--- config.mk ---
export PLATFORM = sky130hd
export DESIGN_NAME = asp_port
export DESIGN_NICKNAME = d
export VERILOG_FILES = /design/src/asp_pkg.sv /design/src/asp_port.sv /design/src/asp_rx.sv /design/src/asp_tx.sv
export SDC_FILE = /design/constraint.sdc
export NUM_CORES = 1
export LEC_CHECK = 0
export BUFFER_PORTS_ARGS = -buffer_cell sky130_fd_sc_hd__buf_2
export CAP_MARGIN = 20
export CORE_MARGIN = 2
export CORE_UTILIZATION = 50
export DETAILED_ROUTE_END_ITERATION = 12
export GPL_ROUTABILITY_DRIVEN = 0
export GPL_TIMING_DRIVEN = 0
export HOLD_SLACK_MARGIN = 0.1
export PLACE_DENSITY = 0.7
export REMOVE_ABC_BUFFERS = 1
export SLEW_MARGIN = 20
export SYNTH_ARGS = -nofsm -noshare
export SYNTH_HDL_FRONTEND = slang
export SYNTH_SLANG_ARGS = --single-unit
--- constraint.sdc ---
create_clock -name i_clk -period 3.6 [get_ports i_clk]
set_clock_uncertainty 0.15 [all_clocks]
set_input_delay 0.18 -clock i_clk [delete_from_list [all_inputs] [get_ports i_clk]]
set_output_delay 0.18 -clock i_clk [all_outputs]
set_load 0.03 [all_outputs]
--- src/asp_pkg.sv ---
package asp_pkg;
   // Port offsets within the sixteen-port block.
   localparam logic [3:0] DATA_OFFSET = 4'h6;
   localparam logic [3:0] CTRL_OFFSET = 4'h7;
   // Mode word fields.
   localparam int MODE_STOP_LSB = 6;
   localparam int MODE_PAR_SENSE = 5;
   localparam int MODE_PAR_ON = 4;
   localparam int MODE_LEN_LSB = 2;
   localparam int MODE_FACTOR_LSB = 0;
   // Command word fields.
   localparam int CMD_SOFT_RESET = 6;
   localparam int CMD_DSR = 5;
   localparam int CMD_FAULT_CLEAR = 4;
   localparam int CMD_BREAK = 3;
   localparam int CMD_RX_EN = 2;
   localparam int CMD_CTS = 1;
   localparam int CMD_TX_EN = 0;
   // Status byte layout.
   localparam int ST_TX_FREE = 0;
   localparam int ST_RX_AVAIL = 1;
   localparam int ST_TX_EMPTY = 2;
   localparam int ST_PARITY = 3;
   localparam int ST_OVERRUN = 4;
   localparam int ST_FRAMING = 5;
   localparam int ST_BREAK = 6;
   // Values after reset.
   localparam logic [7:0] MODE_RESET = 8'h4E;
   localparam logic [7:0] CMD_RESET = 8'h00;
   // Clock factor codes.
   localparam logic [1:0] FACTOR_1X = 2'h1;
   localparam logic [1:0] FACTOR_16X = 2'h2;
   // Stop length codes.
   localparam logic [1:0] STOP_ONE = 2'h1;
   localparam logic [1:0] STOP_ONE_HALF = 2'h2;

   typedef struct packed {
      logic [1:0] stop_length_field;
      logic parity_sense;
      logic parity_on;
      logic [1:0] char_length_field;
      logic [1:0] clock_factor_field;
   } asp_mode_t;

   typedef struct packed {
      logic [7:0] data;
      logic parity_err;
      logic framing_err;
   } asp_rx_char_t;
endpackage

--- src/asp_port.sv ---
// Notes on behaviour
// - Decode data port at offset 6 and control/status port at offset 7.
// - First control write after reset is the mode; later ones are commands.
// - Mode bits 7:6 give one, one and a half or two stop bits.
// - Receiver checks only one stop bit.
// - Mode bit 4 enables parity, bit 5 picks even over odd.
// - Mode bits 3:2 give five to eight data bits.
// - Mode bits 1:0 give clock factor 1x (the transmitter takes two bit clocks per bit), 16x or 64x.
// - Command bit 6 returns the port to waiting for a mode word.
// - Command bit 5 drives DSR, bit 1 drives CTS.
// - Command bit 4 clears parity, overrun and framing flags.
// - Command bit 3 holds the serial output at space.
// - Command bit 2 clear turns receiver and its ready flag off.
// - Transmit enable clear kills ready request but still buffers one character.
// - Status shows break detect, framing, overrun and parity errors.
// - Status shows transmitter empty, receive ready and transmit ready.
// - DTR gates transmission like transmit enable after the current character.
`timescale 1ns/1ns
`default_nettype none
module asp_port (
   // Clock and reset.
   input wire logic i_clk,
   input wire logic i_rst,
   // Host I/O access, one-cycle strobes.
   input wire logic i_sel,
   input wire logic [3:0] i_addr,
   input wire logic i_wr,
   input wire logic i_rd,
   input wire logic [7:0] i_wdata,
   output logic [7:0] o_rdata,
   // Bit clock from the baud timer, a pin.
   input wire logic i_bit_clk,
   // Serial line.
   input wire logic i_rx_line,
   input wire logic i_dtr,
   output logic o_tx_line,
   output logic o_dsr,
   output logic o_cts,
   // Ready requests.
   output logic o_rx_request,
   output logic o_tx_request
);
   asp_pkg::asp_mode_t mode;
   logic [7:0] cmd;
   logic mode_pending;
   logic [1:0] rx_sync;
   logic [1:0] dtr_sync;
   logic [2:0] bclk_sync;
   logic bit_tick;
   logic data_wr;
   logic data_rd;
   logic ctrl_wr;
   logic ctrl_rd;
   logic [7:0] hold_data;
   logic hold_full;
   logic tx_start;
   logic tx_busy;
   logic tx_line;
   logic tx_go;
   asp_pkg::asp_rx_char_t rx_char;
   logic rx_done;
   logic rx_break;
   logic [7:0] rx_data;
   logic rx_avail;
   logic parity_mismatch_flag;
   logic overrun_flag;
   logic framing_flag;
   logic fault_clear;
   logic [7:0] status;
   logic soft_reset;

   assign data_wr = i_sel && i_wr && i_addr == asp_pkg::DATA_OFFSET;
   assign data_rd = i_sel && i_rd && i_addr == asp_pkg::DATA_OFFSET;
   assign ctrl_wr = i_sel && i_wr && i_addr == asp_pkg::CTRL_OFFSET;
   assign ctrl_rd = i_sel && i_rd && i_addr == asp_pkg::CTRL_OFFSET;
   assign soft_reset = ctrl_wr && !mode_pending && i_wdata[asp_pkg::CMD_SOFT_RESET];
   assign fault_clear = ctrl_wr && !mode_pending && i_wdata[asp_pkg::CMD_FAULT_CLEAR];

   // Pins cross in through two flip-flops; the bit clock edge is taken from the second stage onward.
   always_ff @(posedge i_clk) begin
      if (i_rst) begin
         rx_sync <= 2'h3;
         dtr_sync <= 2'h0;
         bclk_sync <= 3'h0;
      end else begin
         rx_sync <= {rx_sync[0], i_rx_line};
         dtr_sync <= {dtr_sync[0], i_dtr};
         bclk_sync <= {bclk_sync[1:0], i_bit_clk};
      end
   end
   assign bit_tick = bclk_sync[1] && !bclk_sync[2];

   // Mode and command words.
   always_ff @(posedge i_clk) begin
      if (i_rst) begin
         mode <= asp_pkg::asp_mode_t'(asp_pkg::MODE_RESET);
         cmd <= asp_pkg::CMD_RESET;
         mode_pending <= 1'b1;
      end else if (ctrl_wr) begin
         if (mode_pending) begin
            mode <= asp_pkg::asp_mode_t'(i_wdata);
            mode_pending <= 1'b0;
         end else if (i_wdata[asp_pkg::CMD_SOFT_RESET]) begin
            cmd <= asp_pkg::CMD_RESET;
            mode_pending <= 1'b1;
         end else begin
            cmd <= i_wdata;
         end
      end
   end

   // Modem control outputs follow the command bits.
   always_ff @(posedge i_clk) begin
      if (i_rst) begin
         o_dsr <= 1'b0;
         o_cts <= 1'b0;
      end else begin
         o_dsr <= cmd[asp_pkg::CMD_DSR];
         o_cts <= cmd[asp_pkg::CMD_CTS];
      end
   end

   // Transmit holding buffer; it fills even while the transmitter is gated off.
   assign tx_go = cmd[asp_pkg::CMD_TX_EN] && dtr_sync[1] && !mode_pending;
   assign tx_start = hold_full && !tx_busy && tx_go;
   always_ff @(posedge i_clk) begin
      if (i_rst || soft_reset) begin
         hold_full <= 1'b0;
         hold_data <= 8'h00;
      end else if (data_wr && !hold_full) begin
         hold_full <= 1'b1;
         hold_data <= i_wdata;
      end else if (tx_start) begin
         hold_full <= 1'b0;
      end
   end

   asp_tx u_tx (
      .i_clk(i_clk),
      .i_rst(i_rst || soft_reset),
      .i_mode(mode),
      .i_bit_tick(bit_tick),
      .i_break(cmd[asp_pkg::CMD_BREAK]),
      .i_start(tx_start),
      .i_data(hold_data),
      .o_line(tx_line),
      .o_busy(tx_busy)
   );

   asp_rx u_rx (
      .i_clk(i_clk),
      .i_rst(i_rst || soft_reset),
      .i_mode(mode),
      .i_bit_tick(bit_tick),
      .i_enable(cmd[asp_pkg::CMD_RX_EN]),
      .i_line(rx_sync[1]),
      .o_char(rx_char),
      .o_done(rx_done),
      .o_break(rx_break)
   );

   // Receive buffer and error flags; a new error wins over a clear in the same cycle.
   always_ff @(posedge i_clk) begin
      if (i_rst || soft_reset) begin
         rx_data <= 8'h00;
         rx_avail <= 1'b0;
         parity_mismatch_flag <= 1'b0;
         overrun_flag <= 1'b0;
         framing_flag <= 1'b0;
      end else begin
         if (fault_clear) begin
            parity_mismatch_flag <= 1'b0;
            overrun_flag <= 1'b0;
            framing_flag <= 1'b0;
         end
         if (data_rd) begin
            rx_avail <= 1'b0;
         end
         if (rx_done) begin
            rx_data <= rx_char.data;
            rx_avail <= 1'b1;
            if (rx_avail && !data_rd) begin
               overrun_flag <= 1'b1;
            end
            if (rx_char.parity_err) begin
               parity_mismatch_flag <= 1'b1;
            end
            if (rx_char.framing_err) begin
               framing_flag <= 1'b1;
            end
         end
      end
   end

   always_comb begin
      status = 8'h00;
      status[asp_pkg::ST_TX_FREE] = !hold_full;
      status[asp_pkg::ST_RX_AVAIL] = rx_avail && cmd[asp_pkg::CMD_RX_EN];
      status[asp_pkg::ST_TX_EMPTY] = !hold_full && !tx_busy;
      status[asp_pkg::ST_PARITY] = parity_mismatch_flag;
      status[asp_pkg::ST_OVERRUN] = overrun_flag;
      status[asp_pkg::ST_FRAMING] = framing_flag;
      status[asp_pkg::ST_BREAK] = rx_break;
   end

   // Registered outputs; read data is valid the cycle after the read strobe.
   always_ff @(posedge i_clk) begin
      if (i_rst) begin
         o_rdata <= 8'h00;
         o_tx_line <= 1'b1;
         o_rx_request <= 1'b0;
         o_tx_request <= 1'b0;
      end else begin
         if (data_rd) begin
            o_rdata <= rx_data;
         end else if (ctrl_rd) begin
            o_rdata <= status;
         end
         o_tx_line <= tx_line;
         o_rx_request <= rx_avail && cmd[asp_pkg::CMD_RX_EN];
         o_tx_request <= !hold_full && tx_go;
      end
   end
endmodule // asp_port
`default_nettype wire

--- src/asp_rx.sv ---
`timescale 1ns/1ns
`default_nettype none
module asp_rx (
   // Clock and reset.
   input wire logic i_clk,
   input wire logic i_rst,
   // Setup.
   input wire asp_pkg::asp_mode_t i_mode,
   input wire logic i_bit_tick,
   input wire logic i_enable,
   // Line, already synchronised.
   input wire logic i_line,
   // Character out.
   output asp_pkg::asp_rx_char_t o_char,
   output logic o_done,
   output logic o_break
);
   typedef enum {RX_IDLE, RX_START, RX_DATA, RX_PAR, RX_STOP} asp_rx_state_t;
   asp_rx_state_t state;
   logic [6:0] phase;
   logic [6:0] bit_len;
   logic [2:0] bit_cnt;
   logic [7:0] shift;
   logic parity;
   logic par_err;
   logic all_space;

   always_comb begin
      unique case (i_mode.clock_factor_field)
         asp_pkg::FACTOR_1X: bit_len = 7'h01;
         asp_pkg::FACTOR_16X: bit_len = 7'h10;
         default: bit_len = 7'h40;
      endcase
   end

   always_ff @(posedge i_clk) begin
      if (i_rst) begin
         state <= RX_IDLE;
         phase <= 7'h00;
         bit_cnt <= 3'h0;
         shift <= 8'h00;
         parity <= 1'b0;
         par_err <= 1'b0;
         all_space <= 1'b0;
         o_char <= '0;
         o_done <= 1'b0;
         o_break <= 1'b0;
      end else begin
         o_done <= 1'b0;
         if (!i_enable) begin
            state <= RX_IDLE;
         end else if (i_bit_tick) begin
            phase <= phase + 7'h01;
            unique case (state)
               RX_IDLE: begin
                  phase <= 7'h00;
                  if (!i_line) begin
                     state <= RX_START;
                  end
               end
               RX_START: begin
                  if (phase == 7'(bit_len >> 1)) begin
                     phase <= 7'h00;
                     state <= i_line ? RX_IDLE : RX_DATA;
                     bit_cnt <= 3'h0;
                     parity <= 1'b0;
                     all_space <= 1'b1;
                     shift <= 8'h00;
                  end
               end
               default: begin
                  if (phase + 7'h01 >= bit_len) begin
                     phase <= 7'h00;
                     if (i_line) begin
                        all_space <= 1'b0;
                     end
                     if (state == RX_DATA) begin
                        shift <= {i_line, shift[7:1]};
                        parity <= parity ^ i_line;
                        bit_cnt <= bit_cnt + 3'h1;
                        if (bit_cnt == 3'(3'd4 + 3'(i_mode.char_length_field))) begin
                           state <= i_mode.parity_on ? RX_PAR : RX_STOP;
                        end
                     end else if (state == RX_PAR) begin
                        par_err <= (parity ^ i_line) != ~i_mode.parity_sense;
                        state <= RX_STOP;
                     end else begin
                        // Only one stop bit is checked, whatever the transmit stop length.
                        state <= RX_IDLE;
                        o_done <= 1'b1;
                        o_char.framing_err <= !i_line;
                        o_char.parity_err <= i_mode.parity_on && par_err;
                        o_char.data <= shift >> (3'h3 - i_mode.char_length_field);
                        o_break <= all_space && !i_line;
                        par_err <= 1'b0;
                     end
                  end
               end
            endcase
         end
         if (i_line) begin
            o_break <= 1'b0;
         end
      end
   end
endmodule // asp_rx
`default_nettype wire

--- src/asp_tx.sv ---
`timescale 1ns/1ns
`default_nettype none
module asp_tx (
   // Clock and reset.
   input wire logic i_clk,
   input wire logic i_rst,
   // Setup.
   input wire asp_pkg::asp_mode_t i_mode,
   input wire logic i_bit_tick,
   input wire logic i_break,
   // Character in.
   input wire logic i_start,
   input wire logic [7:0] i_data,
   // Line.
   output logic o_line,
   output logic o_busy
);
   typedef enum {TX_IDLE, TX_START, TX_DATA, TX_PAR, TX_STOP} asp_tx_state_t;
   asp_tx_state_t state;
   logic [7:0] shift;
   logic [2:0] bit_cnt;
   logic [7:0] half_cnt;
   logic [6:0] phase;
   logic [2:0] last_bit;
   logic parity;
   logic [7:0] stop_halves;
   logic [7:0] half_len;

   assign last_bit = 3'(3'd4 + 3'(i_mode.char_length_field));
   always_comb begin
      unique case (i_mode.clock_factor_field)
         asp_pkg::FACTOR_1X: half_len = 8'h01;
         asp_pkg::FACTOR_16X: half_len = 8'h08;
         default: half_len = 8'h20;
      endcase
      if (i_mode.stop_length_field == asp_pkg::STOP_ONE) begin
         stop_halves = 8'h02;
      end else if (i_mode.stop_length_field == asp_pkg::STOP_ONE_HALF) begin
         stop_halves = 8'h03;
      end else begin
         stop_halves = 8'h04;
      end
   end

   // Timing counts in half-bit units so one and a half stop bits fall out exactly; 1x allows only whole halves.
   always_ff @(posedge i_clk) begin
      if (i_rst) begin
         state <= TX_IDLE;
         shift <= 8'h00;
         bit_cnt <= 3'h0;
         half_cnt <= 8'h00;
         phase <= 7'h00;
         parity <= 1'b0;
         o_line <= 1'b1;
      end else begin
         if (state == TX_IDLE) begin
            phase <= 7'h00;
            half_cnt <= 8'h00;
            if (i_start) begin
               state <= TX_START;
               shift <= i_data;
               parity <= 1'b0;
               bit_cnt <= 3'h0;
            end
         end else if (i_bit_tick) begin
            if (phase + 7'h01 >= 7'(half_len)) begin
               phase <= 7'h00;
               half_cnt <= half_cnt + 8'h01;
            end else begin
               phase <= phase + 7'h01;
            end
            if (phase + 7'h01 >= 7'(half_len) && half_cnt[0]) begin
               unique case (state)
                  TX_START: state <= TX_DATA;
                  TX_DATA: begin
                     parity <= parity ^ shift[0];
                     shift <= {1'b0, shift[7:1]};
                     bit_cnt <= bit_cnt + 3'h1;
                     if (bit_cnt == last_bit) begin
                        state <= i_mode.parity_on ? TX_PAR : TX_STOP;
                        half_cnt <= 8'h00;
                     end
                  end
                  TX_PAR: begin
                     state <= TX_STOP;
                     half_cnt <= 8'h00;
                  end
                  default: ;
               endcase
            end
            if (state == TX_STOP && phase + 7'h01 >= 7'(half_len) && half_cnt + 8'h01 >= stop_halves) begin
               state <= TX_IDLE;
            end
         end
         if (i_break) begin
            o_line <= 1'b0;
         end else begin
            unique case (state)
               TX_START: o_line <= 1'b0;
               TX_DATA: o_line <= shift[0];
               TX_PAR: o_line <= parity ^ ~i_mode.parity_sense;
               default: o_line <= 1'b1;
            endcase
         end
      end
   end
   assign o_busy = (state != TX_IDLE);
endmodule // asp_tx
`default_nettype wire
Word-level counts from Yosys, hierarchy flattened

Cells that the tools add are included.
Widths: inputs -> output; s select.

$add $sub $neg: 7
Order comparisons: 3
Equality and inequality tests: 22
Shift-type cells: 1
Mux-type cells: 80
Bitwise gates (word level): 12
Reductions and logical operators: 61

Operators with widths:

| kind                | count |
|---|---|
| $mux 32             | 11 |
| $mux 8              | 14 |
| $pmux 32 s3         | 1 |
| $eq 32x1->1 const B | 2 |
| $eq 32x2->1 const B | 2 |
| $eq 32x3->1 const B | 2 |
| $logic_not 32->1    | 2 |
| $pmux 32 s2         | 1 |
| $mux 3              | 11 |
| $eq 32x4->1 const B | 1 |
| $pmux 8 s2          | 2 |
| $reduce_bool 32->1  | 1 |
| $mux 1              | 28 |
| $pmux 7 s2          | 2 |
| $logic_and 1x1->1   | 24 |
| $mux 7              | 3 |
| $reduce_and 6->1    | 3 |
| $reduce_bool 2->1   | 9 |
| $reduce_and 5->1    | 3 |
| $add 7x1->7 const B | 2 |
| $pmux 6 s2          | 1 |
| $not 1->1           | 9 |
| $add 8x1->8 const B | 1 |
| $eq 4x3->1 const B  | 2 |
| other kinds (30)    | 49 |

Bits in registers: 181
Logic and storage cells: 228

Logic depth before layout (Yosys ltp)

Depth in word-level cells: 8
Mapped depth: 15
Gate-level depth less buffers: 14

Cells and area by module

From an unflattened synthesis, not the netlist that was laid out.

Cell total of the unflattened synthesis: 680
Area total of the unflattened synthesis: 6160.9 um2

Modules (own cells, without submodules):

| module   | times used | cells an instance | area an instance (um2) | seq. area each (um2) |
|---|---|---|---|---|
| asp_port | 1          | 220               | 2253.4                 | 1101.1 |
| asp_rx   | 1          | 214               | 1983.2                 | 720.7 |
| asp_tx   | 1          | 246               | 1924.3                 | 620.6 |

Worst setup path before layout

No wires, ideal clock.

Kind: register -> register
Start: register u_tx.phase[2]
End: register u_tx.half_cnt[4]
Arrival: 3180 ps
Required time: 3336 ps
Setup slack: 156 ps
Cell stages (with the launch flop): 14
Clock period less this slack: 3444 ps
Path through: dfxtp_1 nand3_1 nor2_1 xnor2_1 ha_1 a21boi_1 nor2_4 inv_1 ha_1 inv_1 o41ai_1 or2_2 o22ai_1 a21o_1

Longest elaborated chain between the ends: 6
Elaborated cells on any way between the ends: 7

RTL lines:

| what                   | line                       | source |
|---|---|---|
| from (decl)            | asp_tx.sv:23               | `logic [6:0] phase;` |
| from (signal assigned) | asp_tx.sv:70               | `phase <= phase + 7'h01;` |
| $add 7x1->7 (*)        | asp_tx.sv:66, asp_tx.sv:72 |  |
| $ge 7x6->1 (*)         | asp_tx.sv:66, asp_tx.sv:72 |  |
| $mux 8                 | asp_tx.sv:66               | `if (phase + 7'h01 >= 7'(half_len)) begin` |
| $mux 8                 | asp_tx.sv:79               | `if (bit_cnt == last_bit) begin` |
| $pmux 8 s2             | asp_tx.sv:73               | `unique case (state)` |
| $mux 8 (*)             | asp_tx.sv:72               | `if (phase + 7'h01 >= 7'(half_len) && half_cnt[0]) begin` |
| to (signal assigned)   | asp_tx.sv:68               | `half_cnt <= half_cnt + 8'h01;` |
| to (decl)              | asp_tx.sv:22               | `logic [7:0] half_cnt;` |

Every way passes the cells marked *; elsewhere a longest branch is shown, timed or not.
A chain may end at the register's enable or synchronous reset.

Worst setup path after layout

Start: register u_rx.phase[0]
End: register u_rx.o_char[9] (netlist name)

Longest elaborated chain between the ends: 3

RTL lines:

| what                              | line         | source |
|---|---|---|
| from (decl)                       | asp_rx.sv:20 | `logic [6:0] phase;` |
| from (signal assigned)            | asp_rx.sv:53 | `phase <= phase + 7'h01;` |
| $add 7x1->7                       | asp_rx.sv:72 | `if (phase + 7'h01 >= bit_len) begin` |
| $ge 7x7->1                        | asp_rx.sv:72 |  |
| $reduce_and 6->1 (no source line) | n/a          |  |
| to (decl)                         | asp_rx.sv:14 | `output asp_pkg::asp_rx_char_t o_char,` |

Every way passes these cells.

==> run summary <==
The flow ran to the end, and the final reports show no timing, DRC or antenna violations. The end-of-flow core utilization came out at about three fifths. The number of warning messages in the yosys log is 0. The first-iteration detailed-routing DRC count came out at between 200 and 300. The required time of the critical path is 3750 ps. Among cell families on the critical path, the largest total delay comes from compound AO/OA/AOI/OAI gates. Among all flip-flop cells after synthesis, the most frequent one is sky130_fd_sc_hd__dfxtp_1.

The first-pass GRT wire length came out at ~23000 um. The largest buffer count on any clock path came out at 2. The critical path in this run is classified as reg -> reg. The final number of hold-violating endpoints is 0. Data on the critical path arrives at its endpoint at between 3000 and 4000 ps. The met1 global-route usage is between 20% and 30%. Total power for the finished layout comes to approximately 3.2 mW.

The number of antenna violations at the first check in global routing is 0. Of the cells placed in the final design, the portion with a size suffix greater than 1 is roughly 14%. The hold path depth is 4. The starting utilization of the core area came out at 51.2%. Entering global routing, the biggest net connects 30 pins. The ratio of total power to cell area is approximately 460 nW/um^2. The latest clock arrival within the worst-skew pair came out at 410 ps. The number of optimization iterations in the first detailed-route pass came out at 7. Headroom to the max-slew limit came out at 25.9%. The cell at the root of the clock tree is sky130_fd_sc_hd__clkbuf_16.

The critical path buffer and inverter count is 0. In this run the critical register-to-register path is launched from u_rx.phase[0]. After floorplanning, the core was sized to cover 11400 um^2. In the synthesized netlist the async set-or-reset flop fraction comes to 0%. The number of flip-flops and latches in the synthesized netlist came out at approximately 120.

The largest individual stage delay along the critical path comes from the cell sky130_fd_sc_hd__a311oi_2. Across all layers, the routed design uses ~5100 vias. The endpoint identified for the worst register-to-register timing path is u_rx.o_char[9]. The width of the chip is between 100 and 150 um.

In the finished design, the share of the clock period the worst path needs comes to between 90% and 100%. The max-cap check violation count is 0. Measured along the y axis, the die boundary spans 112 um. The leakage dissipation came out at roughly 2.7 nW.

met2 is the most crowded layer. The number of max-slew violations in the final report is 0. The global-route congestion overflow total is 0.

The diode insertion count for antenna repair came out at 0. The CTS tree is done. The via count of the first global-routing pass came out at roughly 4700. Walking the worst path, the cells encountered are ha_1, nand3_1, nor2_1, xor2_1, ha_1, o311ai_0, o41a_1, a311oi_2, nand2b_1, a21oi_1. The path class of the tightest hold or removal check is in -> reg. The number of buffer cells added on primary ports is 32.

Setup repair after global routing could not meet its margin everywhere. In this run the most critical hold path is launched from i_sel. VDD sags by at most between 0.3 and 0.4 mV. The number of distinct library cells after synthesis is 68.

The global-route met3 utilization came out at 4.43%. The final setup violation count came out at 0. The final layout net count is approximately 750. Among the stages of the critical path, the cell type that occurs most often is sky130_fd_sc_hd__ha_1. The cell taking the most area after synthesis is sky130_fd_sc_hd__dfxtp_1. For hold timing, the worst endpoint is o_rdata[1]. The area added between synthesis and finish is 20.3%.

In this run the worst path has a maximum fanout of 11. The library cells used most frequently in the layout, excluding fill and tap cells, are sky130_fd_sc_hd__dfxtp_1, sky130_fd_sc_hd__nand2_1, sky130_fd_sc_hd__nor2_1, sky130_fd_sc_hd__mux2i_1, sky130_fd_sc_hd__a21oi_1. The layout filler cell count is 960. The largest stage delay on the critical path came out at roughly 680 ps.

The clock slew seen by the registers of the worst setup and hold paths is around 60 ps. The die covers about 13000 um^2. For the pin with the worst max-slew slack, the measured transition is 1110 ps. The combined global-route utilization of all metal layers is approximately 22%.

The total CTS buffers came out at 17. The multi-input combinational cells in the finished layout cover a total of roughly 3300 um^2. The remaining routing DRC violations came out at 0.

The critical path launch point type is a flop. The reg2reg setup slack came out at 170 ps. A synthesized cell averages 8.65 um^2. The level count of the clock H-tree came out at 4. The number of nets with antenna violations after detailed routing is 0. The library cell used most frequently in the layout, excluding fill and tap cells, is sky130_fd_sc_hd__dfxtp_1. In the post-synthesis netlist, the biggest area contributors are sky130_fd_sc_hd__dfxtp_1, sky130_fd_sc_hd__mux2i_1, sky130_fd_sc_hd__nand2_1.

The synthesized instance count came out at 676. For this run, the top clock speed supported by timing is just under 300 MHz. The sequential cell area in the final layout is roughly 2400 um^2. Pin placement for this block handled 33 I/O pins. The clock period minus final worst setup slack is 3430 ps. The HPWL after detailed placement came out at 9000 um. The part of the Yosys area used for sequential elements came out at around two fifths.

In the final routed layout, each cell accounts on average for ~16 um. The area of the mapped netlist is roughly 5900 um^2. The area share of the largest cell type after synthesis is around two fifths.

The sort of element at the end of the critical path is a flop. Wires add up to between 10000 and 15000 um. The TritonCTS sink count is between 100 and 150. The number of flops mapped to enable cells by yosys came out at 0. For the worst flop-to-flop path, the logic depth is 10.

In this run the core area contains 39 standard-cell rows. Using the TritonRoute via totals, the vias-per-cell ratio works out to 5.85. The fraction of met2 tracks used by global routing is 35.4%.
routing by layer:
metal,vias to the layer above,wire length (um)
met3,22,588
met2,152,6680
met4,0,258
met1,2390,6510
li1,2504,-
met5,-,0
area by class of cell:
cell class | count | area share, %
Multi-Input combinational cell | 489 | 46.6
Clock inverter | 15 | 2.70
Tap cell | 143 | 2.54
Inverter | 23 | 1.23
Clock buffer | 17 | 6.05
Sequential cell | 122 | 34.7
Timing Repair Buffer | 57 | 6.17
flip-flops by register name, summed over array words and instances (netlist names), 5 cells and up:
signal,cells
u_rx.o_char,10
hold_data,8
mode,8
o_rdata,8
rx_data,8
u_rx.shift,8
u_tx.half_cnt,8
u_tx.shift,8
u_rx.phase,7
u_tx.phase,7
cmd,5
cell usage after synthesis (3+ instances only):
cell type / number
sky130_fd_sc_hd__nor2_1: 61
sky130_fd_sc_hd__o41ai_1: 4
sky130_fd_sc_hd__mux2i_1: 38
sky130_fd_sc_hd__a22o_1: 9
sky130_fd_sc_hd__nor2b_1: 14
sky130_fd_sc_hd__o21a_1: 3
sky130_fd_sc_hd__xor2_1: 12
sky130_fd_sc_hd__ha_1: 19
sky130_fd_sc_hd__xnor2_1: 10
sky130_fd_sc_hd__o22ai_1: 7
sky130_fd_sc_hd__or2_2: 6
sky130_fd_sc_hd__or4_1: 7
sky130_fd_sc_hd__nor3_2: 3
sky130_fd_sc_hd__a211oi_1: 10
sky130_fd_sc_hd__nand4_1: 6
sky130_fd_sc_hd__or3_1: 3
sky130_fd_sc_hd__nand3_1: 22
sky130_fd_sc_hd__mux2_2: 3
sky130_fd_sc_hd__nor3b_1: 7
sky130_fd_sc_hd__a21oi_1: 34
sky130_fd_sc_hd__o2111ai_1: 3
sky130_fd_sc_hd__and2_1: 5
sky130_fd_sc_hd__nand2b_1: 7
sky130_fd_sc_hd__o31ai_1: 6
sky130_fd_sc_hd__inv_1: 22
sky130_fd_sc_hd__o21ai_0: 23
sky130_fd_sc_hd__o211ai_1: 8
sky130_fd_sc_hd__nand2_1: 80
sky130_fd_sc_hd__a21o_1: 4
sky130_fd_sc_hd__a311oi_1: 8
sky130_fd_sc_hd__buf_1: 4
sky130_fd_sc_hd__dfxtp_1: 122
sky130_fd_sc_hd__buf_2: 3
sky130_fd_sc_hd__a32oi_1: 5
sky130_fd_sc_hd__a31oi_1: 6
sky130_fd_sc_hd__nor3_1: 15
sky130_fd_sc_hd__clkbuf_1: 35
sky130_fd_sc_hd__and3_1: 6
metrics by stage:
step	setup TNS, ps	cells	worst slack, ps	cell area [um^2]	hold slack, ps
finish	0	866	169	7040	132
global route	-1080	866	-108	7040	181
CTS	-584	862	-71.8	6900	113
detailed placement	-3580	813	-303	6110	220
floorplan	-2650	633	-315	5680	99.1
global placement	-56970	808	-1720	6020	216
timing repair:
| item | in CTS | in global routing |
|---|---|---|
| resized for setup | 1 | 9 |
| cloned | 0 | 1 |
| endpoints found under the setup margin | 19 | 44 |
| hold buffers | 17 | 0 |
| pin swaps | 0 | 3 |
| setup buffers | 0 | 3 |
| hold endpoints to repair | 34 | 0 |
worst reg2reg max path: stages, from the launching register on:
cell and delay, ps:
sky130_fd_sc_hd__dfxtp_1 420, sky130_fd_sc_hd__ha_1 260, sky130_fd_sc_hd__nand3_1 170, sky130_fd_sc_hd__nor2_1 170, sky130_fd_sc_hd__xor2_1 100, sky130_fd_sc_hd__ha_1 390
sky130_fd_sc_hd__o311ai_0 230, sky130_fd_sc_hd__o41a_1 480, sky130_fd_sc_hd__a311oi_2 680, sky130_fd_sc_hd__nand2b_1 200, sky130_fd_sc_hd__a21oi_1 70
where the power goes:
part | switching [mW] | internal, mW | total (mW) | leakage, nW
logic | 0.0604 | 0.0414 | 0.102 | 1.47
clock network | 0.661 | 1.10 | 1.76 | 0.287
registers | 0.00516 | 1.36 | 1.36 | 0.984
total | 0.726 | 2.50 | 3.23 | 2.74
logic make-up after synthesis:
kind of cell | Yosys count | share of synthesized area, %
buffers and inverters | 66 | 4.43
multiplexers | 41 | 7.08
AO/OA/AOI/OAI | 151 | 18.0
AND/OR/NAND/NOR | 255 | 21.4
XOR/XNOR | 22 | 3.29
adder cells (fa/ha/maj) | 19 | 4.06
flip-flops | 122 | 41.7
how the worst max path moves through the flow:
stage,end,from,depth (start not counted)
after global placement,u_tx.half_cnt[7],i_addr[3],7
final,u_rx.o_char[9],u_rx.phase[0],10
after global routing,u_rx.o_char[8],u_rx.phase[0],10
after CTS,u_tx.half_cnt[1],u_tx.phase[2],13
after detailed placement,u_tx.half_cnt[1],u_tx.phase[2],13
after floorplan,u_tx.shift[7],u_tx.phase[2],13
Note: power is estimated with default switching activity, not from simulation.
